===== config.mk =====
export PLATFORM = sky130hd
export DESIGN_NAME = bhl_link
export DESIGN_NICKNAME = d
export VERILOG_FILES = /design/src/hdl/bhl_pkg.sv /design/src/hdl/bhl_ctrl_if.sv /design/src/hdl/bhl_link.sv /design/src/hdl/bhl_tx_mux.sv
export SDC_FILE = /design/constraint.sdc
export NUM_CORES = 1
export LEC_CHECK = 0
export ABC_CLOCK_PERIOD_IN_PS = 2180
export BUFFER_PORTS_ARGS = -buffer_cell sky130_fd_sc_hd__buf_2
export CELL_PAD_IN_SITES_DETAIL_PLACEMENT = 1
export CELL_PAD_IN_SITES_GLOBAL_PLACEMENT = 1
export CORE_MARGIN = 2
export CORE_UTILIZATION = 40
export DETAILED_ROUTE_END_ITERATION = 10
export GPL_TIMING_DRIVEN = 0
export HOLD_SLACK_MARGIN = 0.12
export PLACE_DENSITY = 0.8
export SYNTH_ARGS = -nofsm -noshare
export SYNTH_HDL_FRONTEND = slang
export SYNTH_SLANG_ARGS = --single-unit

===== constraint.sdc =====
create_clock -name core_clk -period 2.18 [get_ports core_clk]
set_input_delay 0.109 -clock core_clk [delete_from_list [all_inputs] [get_ports core_clk]]
set_output_delay 0.109 -clock core_clk [all_outputs]
set_load 0.01 [all_outputs]

===== src/hdl/bhl_pkg.sv =====
// Package of constants and types for the block handshake link layer
package bhl_pkg;
  // ------------------------------------------------------------
  // Character codes
  // ------------------------------------------------------------
  localparam logic [7:0] CHAR_SYN = 8'h16; // Synchronous idle, ASCII 22
  localparam logic [7:0] CHAR_ACK = 8'h06; // Acknowledge, ASCII 06
  localparam logic [7:0] CHAR_CR = 8'h0D;
  localparam logic [7:0] CHAR_LF = 8'h0A;
  // ------------------------------------------------------------
  // Handshake modes
  // ------------------------------------------------------------
  typedef enum logic [1:0] {
    BHL_MODE_PAUSE = 2'b00,
    BHL_MODE_HARD = 2'b01,
    BHL_MODE_SOFT = 2'b10,
    BHL_MODE_BLOCK = 2'b11
  } bhl_mode_t;
  localparam logic [1:0] MODE_DEFAULT = 2'b00; // Fixed inter-line pause
  // ------------------------------------------------------------
  // Timing
  // ------------------------------------------------------------
  localparam int CLK_PERIOD_NS = 10;
  localparam int SETTLE_MS = 200;
  localparam int SETTLE_CYCLES = SETTLE_MS * 1000000 / CLK_PERIOD_NS;
  localparam int BLINK_MS = 250;
  localparam int BLINK_CYCLES = BLINK_MS * 1000000 / CLK_PERIOD_NS;
  // ------------------------------------------------------------
  // Transmit arbiter states
  // ------------------------------------------------------------
  typedef enum logic [2:0] {
    BHL_TX_IDLE = 3'b000,
    BHL_TX_CTRL = 3'b001,
    BHL_TX_BODY = 3'b010,
    BHL_TX_CR = 3'b011,
    BHL_TX_LF = 3'b100
  } bhl_tx_state_t;
endpackage : bhl_pkg


===== src/hdl/bhl_ctrl_if.sv =====
// Interface carrying control characters from the handshake engine to the transmitter
`timescale 1ns/1ps
interface bhl_ctrl_if;
  logic req; // Control character waiting
  logic [7:0] code; // Character to send
  logic done; // Pulse: character handed to the serial transmitter
  modport engine (output req, output code, input done);
  modport sender (input req, input code, output done);
endinterface : bhl_ctrl_if


===== src/hdl/bhl_link.sv =====
// Block handshake link layer: setup, credits, echo and link-status indicator
`timescale 1ns/1ps
module bhl_link #(
  parameter int SETTLE_CYCLES = bhl_pkg::SETTLE_CYCLES, // Settle wait after connect
  parameter int BLINK_CYCLES = bhl_pkg::BLINK_CYCLES // Half period of indicator blink
) (
  input wire logic core_clk, // System clock, 100 MHz
  input wire logic rst_n, // Asynchronous reset, active low
  input wire logic [1:0] mode, // Configured handshake mode
  input wire logic factory_load, // Pulse: load factory configuration
  output logic [1:0] mode_default, // Mode to store on factory load
  input wire logic lf_suppress, // Configured to drop line feed
  input wire logic line_break, // Break present on incoming data line
  input wire logic hw_ready_n, // Hardware handshake input, active low
  input wire logic hw_ready_present, // Hardware handshake input is connected
  output logic hw_send_ok, // Hardware handshake permits sending
  input wire logic rx_valid, // Pulse: character received
  input wire logic [7:0] rx_data, // Received character
  output logic rx_cmd_valid, // Pulse: command character passed on
  output logic [7:0] rx_cmd_data, // Command character
  input wire logic cmd_ack_req, // Pulse: command side ready for a command
  input wire logic msg_pending, // A message block waits to go
  input wire logic msg_valid, // Body character available
  input wire logic [7:0] msg_data, // Body character
  input wire logic msg_last, // Last body character of the line
  output logic msg_ready, // Body character taken
  output logic tx_valid, // Character to serial transmitter
  output logic [7:0] tx_data, // Character value
  input wire logic tx_ready, // Serial transmitter accepts
  output logic tx_est, // Transmit direction established
  output logic rx_est, // Receive direction established
  output logic io_lamp // Link-status indicator drive
);
  localparam int CW = 32;
  typedef struct packed {
    logic [CW-1:0] settle_cnt;
    logic settled;
    logic syn_sent;
    logic tx_est;
    logic rx_est;
    logic credit;
    logic echo_pend;
    logic ack_pend;
    logic was_block;
    logic [CW-1:0] blink_cnt;
    logic blink;
    logic [7:0] cmd_data;
    logic cmd_valid;
  } bhl_link_state_t;
  bhl_link_state_t s, next_s;
  logic block_mode;
  logic msg_start;
  logic busy;
  bhl_ctrl_if ctrl ();
  // Counter step that saturates at lim - 1, one below its limit
  function automatic logic [CW-1:0] bhl_step(input logic [CW-1:0] v, input int lim);
    bhl_step = (v >= CW'(lim - 1)) ? v : v + CW'(1);
  endfunction : bhl_step
  // ------------------------------------------------------------
  // Fixed outputs
  // ------------------------------------------------------------
  assign mode_default = bhl_pkg::MODE_DEFAULT;
  // An open input reads as ready, so an unwired printer never blocks us
  assign hw_send_ok = !hw_ready_present || !hw_ready_n;
  assign block_mode = (mode == bhl_pkg::BHL_MODE_BLOCK);
  // ------------------------------------------------------------
  // Handshake engine
  // ------------------------------------------------------------
  always_comb begin
    next_s = s;
    next_s.was_block = block_mode;
    next_s.cmd_valid = 1'b0;
    // Settle timer runs from connection until SETTLE_CYCLES cycles have passed
    if (!s.settled) begin
      next_s.settle_cnt = bhl_step(s.settle_cnt, SETTLE_CYCLES);
      if (s.settle_cnt >= CW'(SETTLE_CYCLES - 1)) begin
        next_s.settled = 1'b1;
      end
    end
    if (ctrl.done) begin
      if (s.echo_pend) begin
        next_s.echo_pend = 1'b0;
        next_s.rx_est = 1'b1;
      end else if (s.ack_pend) begin
        next_s.ack_pend = 1'b0;
      end else begin
        next_s.syn_sent = 1'b1;
      end
    end
    if (msg_start) begin
      next_s.credit = 1'b0;
    end
    if (rx_valid && block_mode) begin
      if (rx_data == bhl_pkg::CHAR_ACK) begin
        // Setting wins over the spend in the same cycle; a held credit absorbs extras
        next_s.credit = 1'b1;
        if (s.syn_sent) begin
          next_s.tx_est = 1'b1;
        end
      end else if (rx_data == bhl_pkg::CHAR_SYN) begin
        if (s.syn_sent) begin
          next_s.tx_est = 1'b1;
        end
        next_s.echo_pend = 1'b1;
      end else begin
        next_s.cmd_valid = 1'b1;
        next_s.cmd_data = rx_data;
      end
    end else if (rx_valid) begin
      next_s.cmd_valid = 1'b1;
      next_s.cmd_data = rx_data;
    end
    // Command side asks for one more command; only sent once receive side is set
    if (cmd_ack_req && s.rx_est) begin
      next_s.ack_pend = 1'b1;
    end
    // Indicator blink timebase
    if (s.blink_cnt >= CW'(BLINK_CYCLES - 1)) begin
      next_s.blink_cnt = '0;
      next_s.blink = !s.blink;
    end else begin
      next_s.blink_cnt = s.blink_cnt + CW'(1);
    end
    // Only these three events drop an established handshake
    if (line_break || !block_mode || (block_mode && !s.was_block)) begin
      next_s.settle_cnt = '0;
      next_s.settled = 1'b0;
      next_s.syn_sent = 1'b0;
      next_s.tx_est = 1'b0;
      next_s.rx_est = 1'b0;
      next_s.credit = 1'b0;
      next_s.echo_pend = 1'b0;
      next_s.ack_pend = 1'b0;
    end
  end
  // ------------------------------------------------------------
  // Control character requests
  // ------------------------------------------------------------
  // Echo and acknowledge are sent only after the peer proved it speaks the protocol
  assign ctrl.req = block_mode && !line_break &&
                    ((s.settled && !s.syn_sent) || s.echo_pend || s.ack_pend);
  // Same priority as the completion decode, so a finished character clears the right flag
  assign ctrl.code = (s.ack_pend && !s.echo_pend) ? bhl_pkg::CHAR_ACK : bhl_pkg::CHAR_SYN;
  // ------------------------------------------------------------
  // Message release
  // ------------------------------------------------------------
  // A whole line goes per credit; without setup, lines flow freely
  assign msg_start = msg_pending && !busy && !ctrl.req && !line_break &&
                     (!block_mode || !s.tx_est || s.credit) &&
                     (block_mode || hw_send_ok);
  bhl_tx_mux u_mux (
    .core_clk(core_clk),
    .rst_n(rst_n),
    .ctrl(ctrl.sender),
    .block_mode(block_mode),
    .lf_suppress(lf_suppress),
    .msg_start(msg_start),
    .msg_valid(msg_valid),
    .msg_data(msg_data),
    .msg_last(msg_last),
    .msg_ready(msg_ready),
    .busy(busy),
    .tx_valid(tx_valid),
    .tx_data(tx_data),
    .tx_ready(tx_ready)
  );
  // ------------------------------------------------------------
  // Outputs
  // ------------------------------------------------------------
  assign tx_est = s.tx_est;
  assign rx_est = s.rx_est;
  assign rx_cmd_valid = s.cmd_valid;
  assign rx_cmd_data = s.cmd_data;
  // Break blanks the lamp; both ways set holds it on; otherwise it blinks
  assign io_lamp = !line_break && ((s.tx_est && s.rx_est) || s.blink);
  // State register
  always_ff @(posedge core_clk or negedge rst_n) begin
    if (!rst_n) begin
      s <= '0;
    end else begin
      s <= next_s;
    end
  end
endmodule : bhl_link


===== src/hdl/bhl_tx_mux.sv =====
// Transmit character sequencer: control characters, message bodies and line ends
`timescale 1ns/1ps
module bhl_tx_mux (
  input wire logic core_clk, // System clock
  input wire logic rst_n, // Asynchronous reset, active low
  bhl_ctrl_if.sender ctrl, // Control character requests
  input wire logic block_mode, // Block handshake active
  input wire logic lf_suppress, // Configured to drop line feed
  input wire logic msg_start, // Pulse: begin sending the pending message
  input wire logic msg_valid, // Body character available
  input wire logic [7:0] msg_data, // Body character
  input wire logic msg_last, // Body character is the last of the line
  output logic msg_ready, // Body character taken
  output logic busy, // A message is in flight
  output logic tx_valid, // Character to serial transmitter
  output logic [7:0] tx_data, // Character value
  input wire logic tx_ready // Serial transmitter accepts
);
  typedef struct packed {
    bhl_pkg::bhl_tx_state_t st;
  } bhl_mux_state_t;
  bhl_mux_state_t s, next_s;
  // ------------------------------------------------------------
  // Sequencer
  // ------------------------------------------------------------
  // Control characters go between lines only, so a line is never split
  always_comb begin
    next_s = s;
    ctrl.done = 1'b0;
    msg_ready = 1'b0;
    tx_valid = 1'b0;
    tx_data = 8'h00;
    case (s.st)
      bhl_pkg::BHL_TX_IDLE: begin
        if (ctrl.req) begin
          next_s.st = bhl_pkg::BHL_TX_CTRL;
        end else if (msg_start) begin
          next_s.st = bhl_pkg::BHL_TX_BODY;
        end
      end
      bhl_pkg::BHL_TX_CTRL: begin
        tx_valid = 1'b1;
        tx_data = ctrl.code;
        if (tx_ready) begin
          ctrl.done = 1'b1;
          next_s.st = bhl_pkg::BHL_TX_IDLE;
        end
      end
      bhl_pkg::BHL_TX_BODY: begin
        tx_valid = msg_valid;
        tx_data = msg_data;
        if (msg_valid && tx_ready) begin
          msg_ready = 1'b1;
          if (msg_last) begin
            next_s.st = bhl_pkg::BHL_TX_CR;
          end
        end
      end
      bhl_pkg::BHL_TX_CR: begin
        tx_valid = 1'b1;
        tx_data = bhl_pkg::CHAR_CR;
        if (tx_ready) begin
          // Block mode needs the line feed as its terminator
          if (lf_suppress && !block_mode) begin
            next_s.st = bhl_pkg::BHL_TX_IDLE;
          end else begin
            next_s.st = bhl_pkg::BHL_TX_LF;
          end
        end
      end
      bhl_pkg::BHL_TX_LF: begin
        tx_valid = 1'b1;
        tx_data = bhl_pkg::CHAR_LF;
        if (tx_ready) begin
          next_s.st = bhl_pkg::BHL_TX_IDLE;
        end
      end
      default: begin
        next_s.st = bhl_pkg::BHL_TX_IDLE;
      end
    endcase
  end
  assign busy = (s.st == bhl_pkg::BHL_TX_BODY) || (s.st == bhl_pkg::BHL_TX_CR) ||
                (s.st == bhl_pkg::BHL_TX_LF);
  // State register
  always_ff @(posedge core_clk or negedge rst_n) begin
    if (!rst_n) begin
      s <= '{st: bhl_pkg::BHL_TX_IDLE};
    end else begin
      s <= next_s;
    end
  end
endmodule : bhl_tx_mux

* Word level (Yosys, flattened, before mapping)
Cells that the tools add are included.
Word-level totals: logic and storage cells 132, output and inout port bits 25, flip-flop bits (word level) 85
Operators by class: multiplexer cells 41, add/sub/neg operators 2, reductions and logical operators 54, order comparisons 2, equality and inequality tests 19
Operators by type and width (number):
- adder 32 x 1 -> 32 bit (second input constant) | 2
- >= comparator 32 x 25 -> 1 bit (second input constant) | 2
- two-way mux 32 bit | 2
- two-way mux 39 bit | 1
- two-way mux 9 bit | 4
- two-way mux 33 bit | 1
- case mux 8 bit (4 select lines) | 1
- two-way mux 3 bit | 7
- two-way mux 1 bit | 20
- logical AND 1 bit | 16
- != test 2 x 1 -> 1 bit (second input constant) | 6
- case mux 3 bit (4 select lines) | 1
- logical NOT 1 bit | 11
- logical OR 1 bit | 11
- == test 8 x 3 -> 1 bit (second input constant) | 1
- == test 8 x 5 -> 1 bit (second input constant) | 1
- != test 2 bit (second input constant) | 4
- AND reduction 2 bit | 4
- nonzero test 2 bit | 4
- == test 3 x 2 -> 1 bit (second input constant) | 2
- AND reduction 3 bit | 2
- nonzero test 3 bit | 2
- two-way mux 5 bit | 1
- AND reduction 5 bit | 1
- other kinds (10) | 11

* Logic depth before layout (Yosys ltp)
Gate-level depths: netlist (run 1).
depth after elaboration 14, gate-level depth with buffers 8

* Hierarchy
Synthesis (run 1) repeated with hierarchy kept, for this count alone.
Second synthesis, totals: cell total of the unflattened synthesis 467, area total of the unflattened synthesis 4429.2 µm²
Modules (own cells, without submodules):
- bhl_link | cells an instance 417, instances 1, area an instance 4043.9 µm²
- bhl_tx_mux | cells an instance 50, instances 1, area an instance 385.4 µm²

* Least setup slack after synthesis (run 1)
OpenSTA, ideal clock, no wires.
path type register -> register, start register s[73] (netlist name), end register s[69] (netlist name), clock period less this slack 2.095 ns, buffers on the path 0, slack 0.085 ns, setup time 0.140 ns, arrival time 1.956 ns, data required time 2.040 ns, cell stages (with the launch flop) 6, path through dfrtp_1 > or4_4 > o211a_1 > or3_1 > o311ai_0 > o41ai_1
Between the ends: longest elaborated chain between the ends 3
RTL lines:
- start, declared | line bhl_link.sv:50 | bhl_link_state_t s, next_s;
- start signal, assigned | line bhl_link.sv:181 | s <= next_s;
- >= comparator 32 x 25 -> 1 bit | line bhl_link.sv:57 | bhl_step = (v >= CW'(lim - 1)) ? v : v + CW'(1);
- != test 2 x 1 -> 1 bit (no source line)
- AND reduction 2 bit (no source line)
Every way passes these cells. A chain may end at the register's enable or synchronous reset.

* Worst setup path in the final report (run 1)
start register s[72] (netlist name), end register s[72] (netlist name)
Between the ends: longest elaborated chain between the ends 4, elaborated cells on any way between the ends 7
RTL lines:
- adder 32 x 1 -> 32 bit | line bhl_link.sv:57
- two-way mux 32 bit | line bhl_link.sv:57
- two-way mux 33 bit | line bhl_link.sv:74 | if (!s.settled) begin
- two-way mux 39 bit | line bhl_link.sv:125 | if (line_break || !block_mode || (block_mode && !s.was_block)) begin
Several ways; a longest one is shown, not always the timed one. The select of a mux whose other input is x is not followed.

==> results of run 1 <==
registers in the layout, indices dropped and copies added (netlist names):
name	count
rx_cmd_valid	1
u_mux.s	3
rx_est	1
s	71
rx_cmd_data	8
tx_est	1
Yosys cell counts, types with 6 or more instances:
| library cell | number |
|---|---|
| dfrtp_1 | 85 |
| o211ai_1 | 14 |
| o21ai_0 | 13 |
| xor2_1 | 20 |
| buf_4 | 10 |
| and3_1 | 11 |
| clkbuf_1 | 8 |
| and2_1 | 9 |
| xnor2_1 | 6 |
| a21oi_1 | 19 |
| nand4_1 | 9 |
| inv_1 | 12 |
| nand2_1 | 46 |
| o31ai_1 | 19 |
| or3_1 | 6 |
| and4_1 | 6 |
| nor2_1 | 48 |
| nand3_1 | 21 |
routing by layer:
| layer | vias to the layer above | global-route usage [%] |
|---|---|---|
| met5 | - | 0 |
| met4 | 0 | 8.16 |
| met1 | 1846 | 26.0 |
| met3 | 24 | 4.11 |
| li1 | 1723 | - |
| met2 | 74 | 36.2 |
stage by stage:
| stage | worst slack [ns] | cells | cell area, sq um | utilization [%] | hold slack, ns |
|---|---|---|---|---|---|
| after floorplan | 0.0848 | 440 | 4230 | - | -0.187 |
| after global placement | -0.168 | 628 | 4660 | 45.4 | 0.333 |
| after detailed placement | -0.275 | 629 | 4690 | 45.7 | 0.126 |
| after CTS | 0.00410 | 664 | 5160 | 50.2 | 0.158 |
| after global routing | -0.0982 | 670 | 5270 | 51.3 | 0.192 |
| final | -0.00792 | 670 | 5270 | 51.3 | 0.182 |
critical path: cells and delay by family, from the launching register on:
kind / cells / cell delay, ns
AO/OA/AOI/OAI: 4 / 0.70
flip-flops: 1 / 0.42
buffers and inverters: 1 / 0.22
AND/OR/NAND/NOR: 2 / 0.74
final timing paths:
check / endpoint / cells past startpoint
min: s[45] / 4
max in group asynchronous: s[73] / 3
max reg2reg: s[72] / 7
min reg2reg: s[10] / 1
max: s[72] / 7
min in group asynchronous: s[24] / 2
power by group through the flow:
stage | sequential [mW] | combinational [mW] | clock, mW
6_report | 1.68 | 0.693 | 1.28
5_1_grt | 1.68 | 0.778 | 1.36
4_1_cts | 1.67 | 0.686 | 1.30
3_5_place_dp | 1.70 | 0.657 | 0
3_3_place_gp | 1.70 | 0.631 | 0
2_1_floorplan | 1.69 | 0.400 | 0
kinds of logic (layout without fill, tap and decap cells):
group                    count (synthesis)  count (layout)  synth area share [%]
AND/OR/NAND/NOR                        186             186                  22.8
AO/OA/AOI/OAI                           90              90                  14.7
flip-flops                              85              85                  50.6
buffers and inverters                   37             131                  4.50
XOR/XNOR                                26              26                  5.42
multiplexers                             5               5                  1.34
adder cells (fa/ha/maj)                  2               2                 0.595
other                                    1               9                0.0893
final cells by class:
| cell class | instances | share of cell area, % |
|---|---|---|
| Buffer | 25 | 3.18 |
| Clock buffer | 11 | 2.68 |
| Clock inverter | 5 | 1.59 |
| Inverter | 12 | 0.854 |
| Multi-Input combinational cell | 318 | 38.2 |
| Sequential cell | 85 | 40.4 |
| Tap cell | 136 | 3.23 |
| Timing Repair Buffer | 78 | 9.92 |
repair_timing:
| item | 4_1_cts | 5_1_grt |
|---|---|---|
| resized for setup | 17 | 16 |
| hold buffers | 15 | 0 |
| pin swaps | 3 | 8 |
| endpoints found under the hold margin | 51 | 0 |
| gates cloned | 1 | 0 |
| endpoints found under the setup margin | 51 | 45 |
| buffers inserted | 3 | 6 |
==> results_tabular.tex, run 1 <==
\begin{tabular}{lr}
\hline
Metric & Value \\
\hline
\multicolumn{2}{l}{\textbf{Clock network}} \\
\quad Number of buffers created by CTS & 9 \\
\quad Clock sink count & 85 \\
\quad CTS root buffer & clkbuf\_8 \\
\quad Clock latency on the worst-skew pair & 0.37 ns \\
\quad Total number of H-tree levels & 3 \\
\quad Number of buffers on the longest clock path & 2 \\
\quad TritonCTS clock tree & built \\
\quad Clock-pin slew on the worst setup and hold paths & around 0.10 ns \\
\multicolumn{2}{l}{\textbf{Detailed routing}} \\
\quad Detail Route Antenna Nets & 0 \\
\quad Sum of met3 wire segment lengths after detailed routing & 476 um \\
\quad Post-detailed-route via-to-cell ratio & 5.47 \\
\quad Routed met1 length & 5060 um \\
\quad Total vias in the final route & 3,667 \\
\quad Wire length on met2 & 5700 um \\
\quad Remaining routing DRC violations & 0 \\
\quad Starting DRT DRC Count & 203 \\
\quad Highest metal layer with signal wires & met4 \\
\quad TritonRoute pass-1 iters & 5 \\
\quad Total wire length after detailed routing & 11,500 um \\
\quad Average routed wire per standard cell & roughly 17 um \\
\multicolumn{2}{l}{\textbf{Worst setup path}} \\
\quad Start of the worst register-to-register path & s[72] \\
\quad Setup slack of the most critical reg-to-reg path & -0.008 ns \\
\quad Start-to-end type of the worst setup path & reg -> reg \\
\quad Highest fanout seen on the critical path & 10 \\
\quad Required time of the critical path & 2.43 ns \\
\quad Startpoint kind of the worst setup timing path & register \\
\quad Slowest stage cell on the critical path & or4\_4 \\
\quad Arrival time reported for the critical path endpoint & 2.44 ns \\
\quad CP peak stage delay & between 0.5 and 0.6 ns \\
\quad Worst Setup SP & s[72] \\
\quad Endpoint kind of the worst setup timing path & register \\
\quad Critical Path, Cell by Cell & or4\_4 > o211a\_4 > nor3\_4 > o21ai\_2 > buf\_4 > o21ai\_0 > o31ai\_1 \\
\multicolumn{2}{l}{\textbf{Floorplan}} \\
\quad Number of placement rows & 37 \\
\quad Core Area & 10,300 sq um \\
\quad Width of the chip & 106 um \\
\quad Die footprint & 11,300 sq um \\
\quad Number of top-level pins & 56 \\
\quad Die boundary height & 106 um \\
\quad Starting density of the core & 40.9\% \\
\multicolumn{2}{l}{\textbf{Timing}} \\
\quad Worst-margin pin slew & 0.668 ns \\
\quad Pins over their slew limit & 0 \\
\quad Minimum period implied by the final worst setup slack & 2.19 ns \\
\quad Worst clock skew on the final layout & around 0.016 ns \\
\quad Setup repair after global routing missed its margin & true \\
\quad Final critical-path share of the clock period & 100\% \\
\quad Headroom to the max-slew limit & 55.1\% \\
\quad Highest Clock Rate & 457 MHz \\
\quad Setup TNS Final & -0.0125 ns \\
\quad Hold violation total from the final report & 0 \\
\quad Setup violations, final & 2 \\
\quad PnR worst setup slack & -0.00792 ns \\
\multicolumn{2}{l}{\textbf{Outcome}} \\
\quad Violated checks & setup timing \\
\quad Outcome & finished with violations \\
\multicolumn{2}{l}{\textbf{Yosys}} \\
\quad Synth warn & 0 \\
\quad Async SR Flop Fraction & between 90\% and 100\% \\
\quad Syn avg cell area & 9.73 sq um \\
\quad Post-synth EDFFs & 0 \\
\quad Cell taking the most area after synthesis & dfrtp\_1 \\
\quad Share of synthesized area occupied by flip-flops and latches & 50.6\% \\
\quad Number of synthesized register bits & 85 \\
\quad Area share of the largest cell type after synthesis & 50.6\% \\
\quad Number of instances in the synthesized netlist & 432 \\
\quad Post-Syn Area & 4200 sq um \\
\quad Number of unique standard cell types used by synthesis & 58 \\
\quad Predominant post-synthesis flop cell & dfrtp\_1 \\
\quad Top post-synthesis cells by area & dfrtp\_1 51\%, nor2\_1 4.3\%, xor2\_1 4.2\% \\
\multicolumn{2}{l}{\textbf{Power and ir drop}} \\
\quad Clock share of power & 35.2\% \\
\quad Cell-internal power & about 2.6 mW \\
\quad Leakage power of the design & 2.38 nW \\
\quad Net Switching & 1.05 mW \\
\quad Peak supply drop & about 0.27 mV \\
\quad Part of the total power dissipated in sequential elements & 45.9\% \\
\quad Part of the total power dissipated in combinational logic & 19.0\% \\
\quad Cell Pwr Density & 693 nW/um\^{}2 \\
\quad Overall Power & between 3 and 4 mW \\
\quad Switching Share & 28.7\% \\
\multicolumn{2}{l}{\textbf{Finish}} \\
\quad Syn-to-layout area delta & 25.5\% \\
\quad FF+latch area & approximately 2100 sq um \\
\quad Number of nets at the end of the flow & 562 \\
\quad Top library cells by usage in the layout, fill and taps aside & 85 x dfrtp\_1, 53 x buf\_2, 47 x nor2\_1 \\
\quad Ratio of cells with drive above 1 in the final layout & between 20\% and 30\% \\
\quad Number of filler instances in the final layout & 1,185 \\
\quad Commonest non-fill, non-tap cell in the layout & dfrtp\_1 \\
\quad Area occupied by multi-input gates & 2010 sq um \\
\quad ANT cells & 0 \\
\multicolumn{2}{l}{\textbf{Global route}} \\
\quad Overall global routing resource usage & a little over a fifth \\
\quad Antenna violations before repair & 0 \\
\quad Largest net degree at the start of global routing & 48 \\
\quad Residual overflow from global routing & 0 \\
\quad Wire length of the first global-routing pass & approximately 19,000 um \\
\quad Via count of the first global-routing pass & 3,872 \\
\multicolumn{2}{l}{\textbf{Worst hold path}} \\
\quad Hold path startpoint & rx\_valid \\
\quad Tightest Hold Check Type & in -> reg \\
\multicolumn{2}{l}{\textbf{Run}} \\
\quad Maxcap violations & 0 \\
\multicolumn{2}{l}{\textbf{Placed design}} \\
\quad GPL Wtd Cong & 0.835 \\
\quad Placed wire-length estimate & roughly 7400 um \\
\quad Count of input and output buffers & 52 \\
\hline
\end{tabular}
(Power assumes the default switching activity.)
==> run 2, diff against run 1 <==
CORE_UTILIZATION = 42   (was 40)
CTS_BUF_LIST = sky130_fd_sc_hd__clkbuf_4 sky130_fd_sc_hd__clkbuf_8   (was not set)
PLACE_DENSITY = 0.84   (was 0.8)
==> results_tabular.tex, run 2 (synthesized netlist as in run 1, its figures left out) <==
\begin{tabular}{lr}
\hline
Metric & Value \\
\hline
\multicolumn{2}{l}{\textbf{Finish}} \\
\quad Syn-to-layout area delta & 28.9\% \\
\quad ANT cells & 0 (unchanged) \\
\quad Number of nets at the end of the flow & 571 (+1.6\%) \\
\quad Commonest non-fill, non-tap cell in the layout & dfrtp\_1 \\
\quad Filler-free cell count of the finished design & 675 (+0.75\%) \\
\quad Number of flip-flops in the largest register & 71 (unchanged) \\
\quad Top library cells by usage in the layout, fill and taps aside & 85 x dfrtp\_1, 53 x buf\_2, 47 x nor2\_1 \\
\quad Register ranked first by flip-flop count & s \\
\quad Post-Route Utilization & 55.7\% (+4.4 points) \\
\quad Ratio of cells with drive above 1 in the final layout & 28.0\% (+4.8 points) \\
\multicolumn{2}{l}{\textbf{Clock network}} \\
\quad Number of buffers created by CTS & 9 (unchanged) \\
\quad CTS root buffer & clkbuf\_8 \\
\quad Clock sink count & 85 (unchanged) \\
\quad Number of buffers on the longest clock path & 2 (unchanged) \\
\quad Clock latency on the worst-skew pair & 0.38 ns (about the same) \\
\quad Total number of H-tree levels & 3 (unchanged) \\
\quad TritonCTS clock tree & built \\
\quad Clock-pin slew on the worst setup and hold paths & 0.09 ns (about the same) \\
\multicolumn{2}{l}{\textbf{Worst setup path}} \\
\quad Start of the worst register-to-register path & s[68] \\
\quad Endpoint kind of the worst setup timing path & register \\
\quad Highest fanout seen on the critical path & 8 (-2) \\
\quad Worst Setup SP & s[68] \\
\quad Critical Path, Cell by Cell & or4\_4 > o211a\_4 > nor3\_4 > o21ai\_4 > buf\_6 > o211ai\_1 > o31ai\_1 \\
\quad Slowest stage cell on the critical path & or4\_4 \\
\quad Start-to-end type of the worst setup path & reg -> reg \\
\quad Required time of the critical path & 2.42 ns (about the same) \\
\quad Arrival time reported for the critical path endpoint & 2.57 ns (+0.13 ns) \\
\quad Startpoint kind of the worst setup timing path & register \\
\quad Worst path buffer plus inverter count & 1 (unchanged) \\
\quad CP peak stage delay & 0.54 ns (-0.02 ns) \\
\quad CP top delay family & simple AND/OR/NAND/NOR gates \\
\multicolumn{2}{l}{\textbf{Timing}} \\
\quad Worst-margin pin slew & 0.748 ns (+0.0801 ns) \\
\quad Setup violations, final & 29 (+27) \\
\quad Setup repair after global routing missed its margin & true \\
\quad Headroom to the max-slew limit & 49.9\% (-5.2 points) \\
\quad Worst clock skew on the final layout & 0.0135 ns (-0.00215 ns) \\
\quad Pins over their slew limit & 0 (unchanged) \\
\quad Highest Clock Rate & 428 MHz (-6.3\%) \\
\quad Minimum period implied by the final worst setup slack & 2.33 ns (+0.147 ns) \\
\quad PnR worst setup slack & -0.155 ns (-0.147 ns) \\
\quad Final critical-path share of the clock period & 107\% (+6.7 points) \\
\quad Hold violation total from the final report & 0 (unchanged) \\
\multicolumn{2}{l}{\textbf{Detailed routing}} \\
\quad TritonRoute pass-1 iters & 5 (unchanged) \\
\quad Detail Route Antenna Nets & 0 (unchanged) \\
\quad Average routed wire per standard cell & 21.2 um (+24\%) \\
\quad Total wire length after detailed routing & 14,300 um (+25\%) \\
\quad Starting DRT DRC Count & 266 (+31\%) \\
\quad Post-detailed-route via-to-cell ratio & 5.89 (+7.5\%) \\
\quad Total vias in the final route & 3,973 (+8.3\%) \\
\quad Remaining routing DRC violations & 0 (unchanged) \\
\multicolumn{2}{l}{\textbf{Outcome}} \\
\quad Outcome & finished with violations \\
\quad Violated checks & setup timing \\
\multicolumn{2}{l}{\textbf{Global route}} \\
\quad Overall global routing resource usage & 23.6\% (+2.6 points) \\
\quad Antenna violations before repair & 0 (unchanged) \\
\quad Residual overflow from global routing & 0 (unchanged) \\
\quad Wire length of the first global-routing pass & 20,500 um (+7.7\%) \\
\quad Largest net degree at the start of global routing & 48 (unchanged) \\
\quad Via count of the first global-routing pass & 4,047 (+4.5\%) \\
\multicolumn{2}{l}{\textbf{Power and ir drop}} \\
\quad Leakage power of the design & 2.44 nW (+2.6\%) \\
\quad Peak supply drop & 0.329 mV (+21\%) \\
\quad Cell Pwr Density & 662 nW/um\^{}2 (-4.5\%) \\
\quad Overall Power & 3.59 mW (-1.8\%) \\
\multicolumn{2}{l}{\textbf{Floorplan}} \\
\quad Die footprint & 10,800 sq um (-4.6\%) \\
\quad Number of top-level pins & 56 (unchanged) \\
\quad Die boundary height & 104 um (-2.3\%) \\
\quad Number of placement rows & 36 (-2.7\%) \\
\quad Starting density of the core & 43.2\% (+2.3 points) \\
\quad Core Area & 9730 sq um (-5.3\%) \\
\quad Width of the chip & 104 um (-2.3\%) \\
\multicolumn{2}{l}{\textbf{Placed design}} \\
\quad Cell Count Post-Placement & 626 (-0.48\%) \\
\quad Count of input and output buffers & 52 (unchanged) \\
\quad GPL Wtd Cong & 0.845 (+1.2\%) \\
\quad Placed wire-length estimate & 7560 um (+2.4\%) \\
\multicolumn{2}{l}{\textbf{Worst hold path}} \\
\quad Hold path startpoint & rx\_valid \\
\quad Tightest Hold Check Type & in -> reg \\
\multicolumn{2}{l}{\textbf{Run}} \\
\quad Maxcap violations & 0 (unchanged) \\
\hline
\end{tabular}
==> run 2: cell types whose count changed in the layout (fill, tap and decap cells not counted), sizes merged <==
cell / previous run / this run
buf: 82 / 90
bufinv: 2 / 1
clkinv: 1 / 0
clkbuf: 17 / 19
==> run 2: final timing paths <==
| check | to | slack (ns) | cells past startpoint |
|---|---|---|---|
| setup / recovery | s[56] | -0.15 | 7 |
| hold / removal | s[45] | 0.21 | 4 |
| setup reg to reg | s[56] | -0.15 | 7 |
| hold reg to reg | rx_cmd_data[3] | 0.49 | 2 |
| max in group asynchronous | s[51] | 1.30 | 3 |
| min in group asynchronous | s[70] | 0.25 | 2 |
==> run 2: per-stage QoR <==
step | setup slack [ns] | instance area, sq um | setup TNS [ns] | hold slack [ns]
finish | -0.155 | 5420 | -1.91 | 0.212
floorplan | 0.0848 | 4230 | 0 | -0.187
CTS | -0.0355 | 5170 | -0.190 | 0.183
global route | -0.261 | 5420 | -3.63 | 0.226
detailed placement | -0.333 | 4690 | -9.61 | 0.126
global placement | -0.204 | 4660 | -5.47 | 0.331
==> run 2: metal layers <==
metal | track usage [%] | wire (um) | up-vias
li1 | - | - | 1741
met1 | 28.1 | 5650 | 1992
met2 | 41.3 | 7390 | 190
met3 | 4.07 | 777 | 50
met4 | 11.4 | 505 | 0
met5 | 0 | 0 | -
==> run 2: cell type report <==
cell class / count / area (sq um)
well taps: 133 / 166
clock buffers: 12 / 159
multi-input cells: 318 / 2100
clock inverters: 3 / 45.0
flip-flops and latches: 85 / 2130
plain buffers: 25 / 174
inverters: 12 / 45.0
fillers: 1123 / 4310
repair buffers: 87 / 598
==> run 2: repair_timing <==
item / 4_1_cts / 5_1_grt
pin swaps: 8 / 18
hold buffers: 15 / 0
endpoints found under the setup margin: 53 / 53
cloned: 1 / 1
gates resized for setup: 20 / 42
buffers inserted: 6 / 11
endpoints found under the hold margin: 51 / 0
==> run 2: power breakdown <==
group,leakage [nW],total (mW),switching [mW],internal (mW)
logic,1.20,0.701,0.406,0.295
clock network,0.0981,1.20,0.605,0.600
registers,1.14,1.68,0.0489,1.63
==> run 2: worst reg2reg max path, cell delays in order, from the launching register on <==
cell and delay (ns):
dfrtp_1 0.45, or4_4 0.54, o211a_4 0.28, nor3_4 0.26, o21ai_4 0.16, buf_6 0.17, o211ai_1 0.20, o31ai_1 0.14
==> run 3, diff against run 2 <==
CORE_MARGIN = 1.5   (was 2)
==> results_tabular.tex, run 3 (synthesized netlist as in run 1, its figures left out) <==
\begin{tabular}{lr}
\hline
Metric & Value \\
\hline
\multicolumn{2}{l}{\textbf{Worst setup path}} \\
\quad Endpoint kind of the worst setup timing path & register \\
\quad Worst Setup SP & s[57] \\
\quad Startpoint kind of the worst setup timing path & register \\
\quad Arrival time reported for the critical path endpoint & 2.62 ns (+0.05 ns) \\
\quad Worst Reg-to-Reg Cells & 6 (-1) \\
\quad Highest fanout seen on the critical path & 5 (-3) \\
\quad Start-to-end type of the worst setup path & reg -> reg \\
\quad Required time of the critical path & 2.41 ns (about the same) \\
\quad Start of the worst register-to-register path & s[57] \\
\multicolumn{2}{l}{\textbf{Placed design}} \\
\quad Cell Count Post-Placement & 626 (unchanged) \\
\quad GPL Wtd Cong & 0.841 (-0.49\%) \\
\quad Placed wire-length estimate & 7530 um (-0.40\%) \\
\quad Dpl cell area & 4690 sq um (unchanged) \\
\quad Count of input and output buffers & 52 (unchanged) \\
\multicolumn{2}{l}{\textbf{Finish}} \\
\quad Ratio of cells with drive above 1 in the final layout & 28.2\% (+0.16 points) \\
\quad Number of flip-flops in the largest register & 71 (unchanged) \\
\quad Syn-to-layout area delta & 30.8\% \\
\quad Commonest non-fill, non-tap cell in the layout & dfrtp\_1 \\
\quad Filler-free cell count of the finished design & 673 (-0.30\%) \\
\quad Top library cells by usage in the layout, fill and taps aside & 83 x dfrtp\_1, 53 x buf\_2, 46 x nor2\_1 \\
\quad Number of filler instances in the final layout & 1,097 (-2.3\%) \\
\quad Register ranked first by flip-flop count & s \\
\quad Area of all placed cells without fillers & 5490 sq um (+1.4\%) \\
\quad Number of nets at the end of the flow & 568 (-0.53\%) \\
\multicolumn{2}{l}{\textbf{Power and ir drop}} \\
\quad Peak supply drop & 0.294 mV (-11\%) \\
\quad Cell Pwr Density & 684 nW/um\^{}2 (+3.3\%) \\
\quad Leakage power of the design & 2.45 nW (+0.15\%) \\
\multicolumn{2}{l}{\textbf{Outcome}} \\
\quad Outcome & finished with violations \\
\quad Violated checks & setup timing \\
\multicolumn{2}{l}{\textbf{Timing}} \\
\quad Worst-margin pin slew & 0.873 ns (+0.125 ns) \\
\quad Minimum period implied by the final worst setup slack & 2.39 ns (+0.0534 ns) \\
\quad Worst clock skew on the final layout & 0.0203 ns (+0.00687 ns) \\
\quad PnR worst setup slack & -0.208 ns (-0.0534 ns) \\
\quad Setup TNS Final & -1.21 ns (+0.704 ns) \\
\quad Highest Clock Rate & 419 MHz (-2.2\%) \\
\quad Setup violations, final & 23 (-21\%) \\
\quad Hold violation total from the final report & 0 (unchanged) \\
\quad Headroom to the max-slew limit & 41.5\% (-8.4 points) \\
\quad Final critical-path share of the clock period & 110\% (+2.5 points) \\
\quad Pins over their slew limit & 0 (unchanged) \\
\quad Setup repair after global routing missed its margin & true \\
\multicolumn{2}{l}{\textbf{Detailed routing}} \\
\quad Post-detailed-route via-to-cell ratio & 5.92 (+0.57\%) \\
\quad Average routed wire per standard cell & 22.0 um (+3.7\%) \\
\quad Sum of met3 wire segment lengths after detailed routing & 749 um (-3.6\%) \\
\quad Total vias in the final route & 3,984 (+0.28\%) \\
\quad Detail Route Antenna Nets & 0 (unchanged) \\
\quad Routed met1 length & 5980 um (+5.8\%) \\
\quad TritonRoute pass-1 iters & 4 (-1) \\
\quad Total wire length after detailed routing & 14,800 um (+3.4\%) \\
\quad Highest metal layer with signal wires & met4 \\
\quad Wire length on met2 & 7490 um (+1.3\%) \\
\quad Starting DRT DRC Count & 238 (-11\%) \\
\quad Remaining routing DRC violations & 0 (unchanged) \\
\multicolumn{2}{l}{\textbf{Clock network}} \\
\quad Clock sink count & 85 (unchanged) \\
\quad TritonCTS clock tree & built \\
\quad Total number of H-tree levels & 3 (unchanged) \\
\quad Clock-pin slew on the worst setup and hold paths & 0.10 ns (about the same) \\
\quad Number of buffers on the longest clock path & 2 (unchanged) \\
\quad Number of buffers created by CTS & 9 (unchanged) \\
\quad Clock latency on the worst-skew pair & 0.37 ns (about the same) \\
\quad CTS root buffer & clkbuf\_8 \\
\multicolumn{2}{l}{\textbf{Global route}} \\
\quad Via count of the first global-routing pass & 3,963 (-2.1\%) \\
\quad Antenna violations before repair & 1 (+1) \\
\quad Overall global routing resource usage & 24.0\% (+0.45 points) \\
\quad Wire length of the first global-routing pass & 19,600 um (-4.2\%) \\
\quad Largest net degree at the start of global routing & 65 (+35\%) \\
\quad Residual overflow from global routing & 0 (unchanged) \\
\multicolumn{2}{l}{\textbf{Floorplan}} \\
\quad Starting density of the core & 43.2\% (unchanged) \\
\quad Die boundary height & 103 um (-0.96\%) \\
\quad Width of the chip & 103 um (-0.96\%) \\
\quad Die footprint & 10,600 sq um (-1.9\%) \\
\quad Number of placement rows & 36 (unchanged) \\
\quad Number of top-level pins & 56 (unchanged) \\
\quad Core Area & 9730 sq um (unchanged) \\
\multicolumn{2}{l}{\textbf{Worst hold path}} \\
\quad Tightest Hold Check Type & in -> async \\
\multicolumn{2}{l}{\textbf{Run}} \\
\quad Maxcap violations & 0 (unchanged) \\
\hline
\end{tabular}
## run 3: area by class of cell
type	count	area, sq um	share of cell area [%]
plain buffers	25	186	3.39
clock inverters	5	100	1.82
diodes	1	2.50	0.0455
multi-input cells	318	2140	39.0
well taps	133	166	3.03
inverters	12	45.0	0.820
clock buffers	10	131	2.39
repair buffers	84	592	10.8
flip-flops and latches	85	2130	38.8
## run 3: critical path: stages (launching register included)
cell and delay [ns]:
dfrtp_1 0.49, and4_1 0.35, nand4_1 0.29, nor2_4 0.27
nand3_1 0.26, o311ai_2 0.46, o41ai_2 0.13
## run 3: per-layer routing
metal  vias up  track usage, %
li1       1732               -
met1      2025            28.3
met4         0            11.0
met2       171            42.4
met3        56            4.61
met5         -               0
## run 3: through the flow
stage	utilization (%)	power [mW]	hold slack, ns	worst slack, ns
after floorplan	-	2.09	-0.187	0.0848
after global placement	47.9	2.32	0.329	-0.187
after detailed placement	48.2	2.35	0.0260	-0.349
after CTS	53.7	3.70	0.150	-0.0384
after global routing	56.5	3.92	0.204	-0.283
final	56.5	3.76	0.167	-0.208
## run 3: report_power, final
part | total [mW] | switching [mW] | internal, mW
clock network | 1.35 | 0.588 | 0.765
logic | 0.721 | 0.423 | 0.298
registers | 1.68 | 0.0520 | 1.63
total | 3.76 | 1.06 | 2.69
## run 3: path summary, 6_finish.rpt
path	to	slack, ns
worst max register to register	s[69]	-0.21
min in group core_clk	s[45]	0.21
worst max-delay path	s[69]	-0.21
max in group asynchronous	rx_cmd_data[7]	1.38
worst min-delay path	rx_cmd_data[0]	0.17
worst min register to register	rx_cmd_data[6]	0.50
## run 3: what timing repair did
item                                    4_1_cts  5_1_grt
endpoints found under the setup margin       53       46
cloned                                        0        3
pin swaps                                     7       17
resized for setup                            24       44
hold endpoints to repair                     98        0
setup buffers                                 4        9
hold buffers                                 15        0
